File: src/rtl/kr7_pkg.sv
package kr7_pkg;
   typedef enum logic [1:0] {
      KR7_FN_GPIO,
      KR7_FN_ROW_SENSE,
      KR7_FN_CODEC_CLK
   } kr7_fn_t;
   localparam kr7_fn_t KR7_FN_RESET = KR7_FN_GPIO;
   localparam logic KR7_GPIO_DIR_RESET = 1'h0;
   localparam logic KR7_GPIO_VAL_RESET = 1'h0;
   localparam logic KR7_SYNC_MODE_RESET = 1'h1;
   localparam logic KR7_CODEC_DRIVE_RESET = 1'h0;
   localparam logic KR7_ROW_IDLE = 1'h1;
   localparam logic KR7_CLK_IDLE = 1'h0;
   localparam logic KR7_TCK_IDLE = 1'h1;
   localparam int KR7_SYNC_STAGES = 2;
   localparam int KR7_SYNC_WIDTH = 4;
endpackage : kr7_pkg

File: src/rtl/kr7_sync.sv
`timescale 1ns/1ps
`default_nettype none
module kr7_sync #(
   parameter int WIDTH = 1
) (
   input wire logic clk,
   input wire logic rstn,
   input wire logic [WIDTH-1:0] async_in,
   output logic [WIDTH-1:0] sync_out
);
   logic [WIDTH-1:0] meta_q;

   if (WIDTH < 1) begin : g_bad_width
      $error("kr7_sync needs WIDTH of at least one");
   end

   // The first stage feeds only the second stage.
   always_ff @(posedge clk or negedge rstn) begin
      if (!rstn) begin
         meta_q <= '0;
         sync_out <= '0;
      end else begin
         meta_q <= async_in;
         sync_out <= meta_q;
      end
   end
endmodule : kr7_sync
`default_nettype wire

File: src/rtl/kr7_pin_mux.sv
`timescale 1ns/1ps
`default_nettype none
module kr7_pin_mux
   import kr7_pkg::*;
(
   input wire logic clk,
   input wire logic rstn,
   input wire logic pin_mux_select,
   input wire logic pin_in,
   output logic pin_out,
   output logic pin_oe,
   output logic pull_en,
   input wire logic primary_tck_pin,
   input wire logic primary_sck_pin,
   input wire logic cfg_load,
   input wire kr7_fn_t cfg_function,
   input wire logic cfg_gpio_output,
   input wire logic ring_indicator_out,
   input wire logic cfg_codec_sync_mode,
   input wire logic cfg_codec_clock_drive,
   input wire logic codec_clock_generated,
   output logic tap_tck,
   output logic primary_tck_connected,
   output logic keypad_row_sense_7,
   output logic general_input_default,
   output logic codec_tx_clock,
   output logic codec_rx_clock,
   output logic primary_sck_enabled,
   output kr7_fn_t function_active
);
   logic [KR7_SYNC_WIDTH-1:0] raw_w;
   logic [KR7_SYNC_WIDTH-1:0] sync_w;
   logic sel_s;
   logic pin_s;
   logic ptck_s;
   logic psck_s;
   logic gpio_dir_q;
   logic gpio_val_q;
   logic sync_mode_q;
   logic codec_drive_q;
   logic normal_w;
   logic alt_codec_w;
   logic drive_w;
   logic codec_clk_w;

   assign raw_w = {pin_mux_select, pin_in, primary_tck_pin, primary_sck_pin};

   // Pins and the select come from outside, so all pass two flops first.
   kr7_sync #(
      .WIDTH(KR7_SYNC_WIDTH)
   ) u_sync (
      .clk(clk),
      .rstn(rstn),
      .async_in(raw_w),
      .sync_out(sync_w)
   );

   assign sel_s = sync_w[3];
   assign pin_s = sync_w[2];
   assign ptck_s = sync_w[1];
   assign psck_s = sync_w[0];

   // The slices above assume four synchronised signals through a two-flop chain.
   if (KR7_SYNC_WIDTH != 4 || KR7_SYNC_STAGES != 2) begin : g_bad_sync
      $error("kr7_pin_mux needs four synchronised signals through two flops");
   end

   // Configuration is held here so the pin stays an input until software loads a new one.
   always_ff @(posedge clk or negedge rstn) begin
      if (!rstn) begin
         function_active <= KR7_FN_RESET;
         gpio_dir_q <= KR7_GPIO_DIR_RESET;
         gpio_val_q <= KR7_GPIO_VAL_RESET;
         sync_mode_q <= KR7_SYNC_MODE_RESET;
         codec_drive_q <= KR7_CODEC_DRIVE_RESET;
      end else if (cfg_load) begin
         function_active <= cfg_function;
         gpio_dir_q <= cfg_gpio_output;
         gpio_val_q <= ring_indicator_out;
         sync_mode_q <= cfg_codec_sync_mode;
         codec_drive_q <= cfg_codec_clock_drive;
      end
   end

   assign normal_w = !sel_s;
   assign alt_codec_w = normal_w && (function_active == KR7_FN_CODEC_CLK);
   assign drive_w = normal_w && (((function_active == KR7_FN_GPIO) && gpio_dir_q) ||
                                 (alt_codec_w && codec_drive_q));
   // When the codec is master the pin itself is not read back, which avoids a sampled loop.
   assign codec_clk_w = codec_drive_q ? codec_clock_generated : pin_s;

   always_ff @(posedge clk or negedge rstn) begin
      if (!rstn) begin
         pin_out <= 1'h0;
         pin_oe <= 1'h0;
         pull_en <= 1'h1;
      end else begin
         pin_oe <= drive_w;
         pin_out <= drive_w && ((function_active == KR7_FN_GPIO) ? gpio_val_q : codec_clock_generated);
         pull_en <= !drive_w;
      end
   end

   always_ff @(posedge clk or negedge rstn) begin
      if (!rstn) begin
         tap_tck <= KR7_TCK_IDLE;
         primary_tck_connected <= 1'h1;
      end else begin
         tap_tck <= sel_s ? pin_s : ptck_s;
         primary_tck_connected <= normal_w;
      end
   end

   always_ff @(posedge clk or negedge rstn) begin
      if (!rstn) begin
         keypad_row_sense_7 <= KR7_ROW_IDLE;
         general_input_default <= 1'h0;
      end else begin
         keypad_row_sense_7 <= (normal_w && function_active == KR7_FN_ROW_SENSE) ? pin_s : KR7_ROW_IDLE;
         general_input_default <= (normal_w && function_active == KR7_FN_GPIO && !gpio_dir_q) ? pin_s : 1'h0;
      end
   end

   // Sampling at the system clock limits the usable codec and test clock rate to well below 12.5 MHz.
   always_ff @(posedge clk or negedge rstn) begin
      if (!rstn) begin
         codec_tx_clock <= KR7_CLK_IDLE;
         codec_rx_clock <= KR7_CLK_IDLE;
         primary_sck_enabled <= 1'h1;
      end else begin
         primary_sck_enabled <= !alt_codec_w;
         if (alt_codec_w) begin
            codec_tx_clock <= codec_clk_w;
            codec_rx_clock <= sync_mode_q ? codec_clk_w : KR7_CLK_IDLE;
         end else begin
            codec_tx_clock <= psck_s;
            codec_rx_clock <= psck_s;
         end
      end
   end

   property p_tck_alt;
      @(posedge clk) disable iff (!rstn) sel_s |=> (tap_tck == $past(pin_s) && !primary_tck_connected);
   endproperty
   a_tck_alt: assert property (p_tck_alt) else $error("alternate test clock not routed");

   property p_tck_primary_cut;
      @(posedge clk) disable iff (!rstn) (sel_s && (pin_s != ptck_s)) |=> tap_tck != $past(ptck_s);
   endproperty
   a_tck_primary_cut: assert property (p_tck_primary_cut) else $error("primary test clock leaks");

   // With the select low the dedicated pin must reach the test logic again.
   property p_tck_primary;
      @(posedge clk) disable iff (!rstn) !sel_s |=> tap_tck == $past(ptck_s);
   endproperty
   a_tck_primary: assert property (p_tck_primary) else $error("dedicated test clock not routed");

   property p_row_sense;
      @(posedge clk) disable iff (!rstn)
         (normal_w && function_active == KR7_FN_ROW_SENSE) |=> keypad_row_sense_7 == $past(pin_s);
   endproperty
   a_row_sense: assert property (p_row_sense) else $error("row sense not following pin");

   property p_codec_sync;
      @(posedge clk) disable iff (!rstn) (alt_codec_w && sync_mode_q) |=> codec_rx_clock == codec_tx_clock;
   endproperty
   a_codec_sync: assert property (p_codec_sync) else $error("sync mode clocks differ");

   property p_codec_async;
      @(posedge clk) disable iff (!rstn)
         (alt_codec_w && !sync_mode_q) |=> (codec_rx_clock == KR7_CLK_IDLE && codec_tx_clock == $past(codec_clk_w));
   endproperty
   a_codec_async: assert property (p_codec_async) else $error("async mode receiver clocked");

   property p_codec_primary;
      @(posedge clk) disable iff (!rstn)
         !alt_codec_w |=> (codec_tx_clock == $past(psck_s) && codec_rx_clock == $past(psck_s));
   endproperty
   a_codec_primary: assert property (p_codec_primary) else $error("pin leaks into codec clocks");

   property p_primary_sck_off;
      @(posedge clk) disable iff (!rstn) alt_codec_w |=> !primary_sck_enabled;
   endproperty
   a_primary_sck_off: assert property (p_primary_sck_off) else $error("primary codec clock still enabled");

   property p_ring_out;
      @(posedge clk) disable iff (!rstn)
         (normal_w && function_active == KR7_FN_GPIO && gpio_dir_q) |=> (pin_oe && pin_out == $past(gpio_val_q));
   endproperty
   a_ring_out: assert property (p_ring_out) else $error("ring indicator not driven");

   property p_hold_input;
      @(posedge clk) disable iff (!rstn)
         (function_active == KR7_FN_GPIO && !gpio_dir_q && !cfg_load) |=>
            (function_active == KR7_FN_GPIO && !gpio_dir_q);
   endproperty
   a_hold_input: assert property (p_hold_input) else $error("input default lost without a load");

   property p_pull_off;
      @(posedge clk) disable iff (!rstn) pull_en != pin_oe;
   endproperty
   a_pull_off: assert property (p_pull_off) else $error("pull resistor attached while driving");

   property p_inactive;
      @(posedge clk) disable iff (!rstn)
         sel_s |=> (keypad_row_sense_7 == KR7_ROW_IDLE && !general_input_default && !pin_oe);
   endproperty
   a_inactive: assert property (p_inactive) else $error("unselected input not idle");

   c_alt_tck: cover property (@(posedge clk) disable iff (!rstn) sel_s ##1 $rose(tap_tck));
   c_codec_master: cover property (@(posedge clk) disable iff (!rstn) alt_codec_w && codec_drive_q ##1 pin_oe);
   c_row_press: cover property (@(posedge clk) disable iff (!rstn) $fell(keypad_row_sense_7));
   c_ring: cover property (@(posedge clk) disable iff (!rstn) $rose(pin_out) && function_active == KR7_FN_GPIO);
   c_gpio_input: cover property (@(posedge clk) disable iff (!rstn) $rose(general_input_default));
endmodule : kr7_pin_mux
`default_nettype wire

File: config.mk
export PLATFORM = sky130hd
export DESIGN_NAME = kr7_pin_mux
export DESIGN_NICKNAME = d
export VERILOG_FILES = /design/src/rtl/kr7_pkg.sv /design/src/rtl/kr7_sync.sv /design/src/rtl/kr7_pin_mux.sv
export SDC_FILE = /design/constraint.sdc
export NUM_CORES = 1
export LEC_CHECK = 0
export ABC_AREA = 1
export ABC_CLOCK_PERIOD_IN_PS = 2550
export BUFFER_PORTS_ARGS = -buffer_cell sky130_fd_sc_hd__buf_2
export CORE_MARGIN = 1
export CORE_UTILIZATION = 51
export DETAILED_ROUTE_END_ITERATION = 16
export MAX_ROUTING_LAYER = met4
export PLACE_DENSITY = 0.79
export SYNTH_ARGS = -nofsm -noshare
export SYNTH_HDL_FRONTEND = slang
export SYNTH_HIERARCHICAL = 1
export SYNTH_SLANG_ARGS = --single-unit
File: constraint.sdc
create_clock -name clk -period 2.55 [get_ports clk]
set_input_delay 0.255 -clock clk [delete_from_list [all_inputs] [get_ports clk]]
set_output_delay 0.255 -clock clk [all_outputs]
set_load 0.02 [all_outputs]
==> out/metrics.yaml <==
grt_max_degree: 25
status: "finished clean"
pwr_density_cell_mw_per_mm2: 689
crit_path_top_delay_cell: "dfstp_2"
finalCritPeriodShare_pct: 48.8
yosys_warnings: 6
synth_flop_cell: "dfrtp_1"
tightestPinTransition_ps: 487
ctsRootBufferMaster: "clkbuf_4"
cts.sinks: 24
holdWs_ps: 42.1
clkTransAtPathRegs_ps: 120
crit_family: "flip-flops"
cp-start-kind: "flip-flop"
die_width_um: 42.5
path_cells: "buf_2"
hold_class: "input pin to flip-flop"
post-synth-top-area-cell: "dfrtp_1"
finalSetupViolCount: 0
synthesis.nets: 82
cp-end-kind: "output port"
cts_buffers: 3
syn-mean-instance-area_um2: 12.3
netlist_area_um2: 837
slew_viol_final: 0
synth_common_cells: "dfrtp_1 (18), nand2_1 (14), inv_1 (7), dfstp_2 (6), o21ai_0 (4)"
port_buffers: 25
dpl.cell_count: 108
dieArea_mm2: 0.00181
grt_overflow: 0
finClkSkew_ps: 3.08
coreArea_mm2: 0.00152
dr.pass1.iters: 4
drt-vias-per-instance: 4.80
drt_first_iter_violations: 11
fill_cells: 123
finalSetupTns_ps: 0
clock_latency_ps: 310
critPathArrivalTime_ps: 990
path_class: "flip-flop to output port"
syn_to_final_growth_pct: 21.5
gp_congestion: 0.876
worstPathRequired_ps: 2300
grt_setup_unrepaired: "no"
vdd_drop_max_v: 0.000407
synth_most_common_cell: "dfrtp_1"
drc: 0
num_vias: 542
boundaryPins: 26
layout-drive-gt1-share_pct: 46.4
grt_pass1_wl_mm: 2.13
synth_top_area_share_pct: 53.8
synth_edf_count: 0
grt_usage_pct: 17.0
layoutNonFillerInstCount: 113
largestRegisters: "u_sync/meta_q x4, u_sync/sync_out x4, function_active x2"
finalCriticalPeriod_ps: 1240
cts_tree: "yes"
power_mw: 0.701
multi_input_area_um2: 184
relSlewSlack_pct: 67.5
post-cts-setup-buffer-count: 0
yosys-top-cells-area: "dfrtp_1 (54%), dfstp_2 (19%), nand2_1 (6.3%)"
ant_nets: 0
synthArstFlopShare_pct: 100
post-route-util_pct: 66.7
start_util_pct: 54.9
place_hpwl_um: 992
cts_htree_levels: 1
fmax_mhz: 804
antenna_found_initial: 0
seq_area_um2: 608
cp_slowest_stage_delay_ps: 540
wl_per_cell_um: 11.2
path_buf_inv: 1
p_leak_nw: 0.534
wl_mm: 1.27
finalNetCount: 112
ys_ff_latch: 24
seq_area_frac_synth_pct: 72.6
grt_pass1_vias: 532
hold_viol_final: 0
rows: 14
synthCells: 68
ys_types: 16
num_antenna_cells: 0
cp_max_fo: 1
cts_buffer_depth: 2
maxCapViolCount: 0
die_y_um: 42.5
cell usage in the layout, fill, tap and decap left out:
cell type and count:
buf_2 25, clkbuf_4 3, clkbuf_8 1, dfrtp_1 18, dfstp_2 6, dlygate4sd3_1 1
inv_1 7, inv_2 2, mux2_4 2, nand2_1 14, nand2_2 3, nand3_1 2
nand4_1 1, nor2_1 3, nor2_2 2, nor2_4 1, nor4_1 1, o21ai_0 4
o21ai_1 1
metrics by stage:
stage / worst slack, ps / cell area, um^2
floorplan: 1570 / 837
global placement: 1650 / 971
detailed placement: 1610 / 971
CTS: 1300 / 1020
global route: 1270 / 1020
finish: 1310 / 1020
power breakdown:
group	internal (mW)	total (mW)	switching [mW]
logic	0.0325	0.0877	0.0551
clock network	0.0872	0.191	0.104
registers	0.410	0.422	0.0123
total	0.530	0.701	0.171
cell families after synthesis:
| family | Yosys count | synth area share [%] |
|---|---|---|
| AOI/OAI and AO/OA | 5 | 2.99 |
| buffers and inverters | 10 | 5.38 |
| DFF | 24 | 72.6 |
| muxes | 2 | 3.59 |
| and+or+nand+nor | 27 | 15.4 |
layer usage:
metal  vias to the layer above  GRT usage, %  share of wire [%]
met5                         -             -                  0
met2                        20          30.2                 53
met4                         0          9.38                2.4
met1                       251          16.9                 40
li1                        266             -                  -
met3                         5          3.88                4.4
area by class of cell:
class	instances	share of cell area, %
Tap cell	16	1.97
Inverter	9	3.32
Multi-Input combinational cell	34	18.1
Sequential cell	24	59.8
Clock buffer	4	3.57
Timing Repair Buffer	26	13.3
path summary, 6_finish.rpt:
path	cells past startpoint	to	slack [ps]	startpoint
min	1	u_sync/meta_q[0]	40	primary_sck_pin
min reg2reg	0	u_sync/sync_out[2]	360	u_sync/meta_q[2]
max reg2reg	6	codec_rx_clock	1590	function_active[0]
max	1	tap_tck	1310	tap_tck
max in group asynchronous	2	pull_en	1770	rstn
min in group asynchronous	2	u_sync/meta_q[2]	420	rstn
timing repair:
action | 4_1_cts | 5_1_grt
hold buffers | 1 | 0
endpoints found under the setup margin | 0 | 0
endpoints found under the hold margin | 18 | 0
gates resized for setup | 0 | 0
No activity file was read; power rests on OpenSTA's default activity.
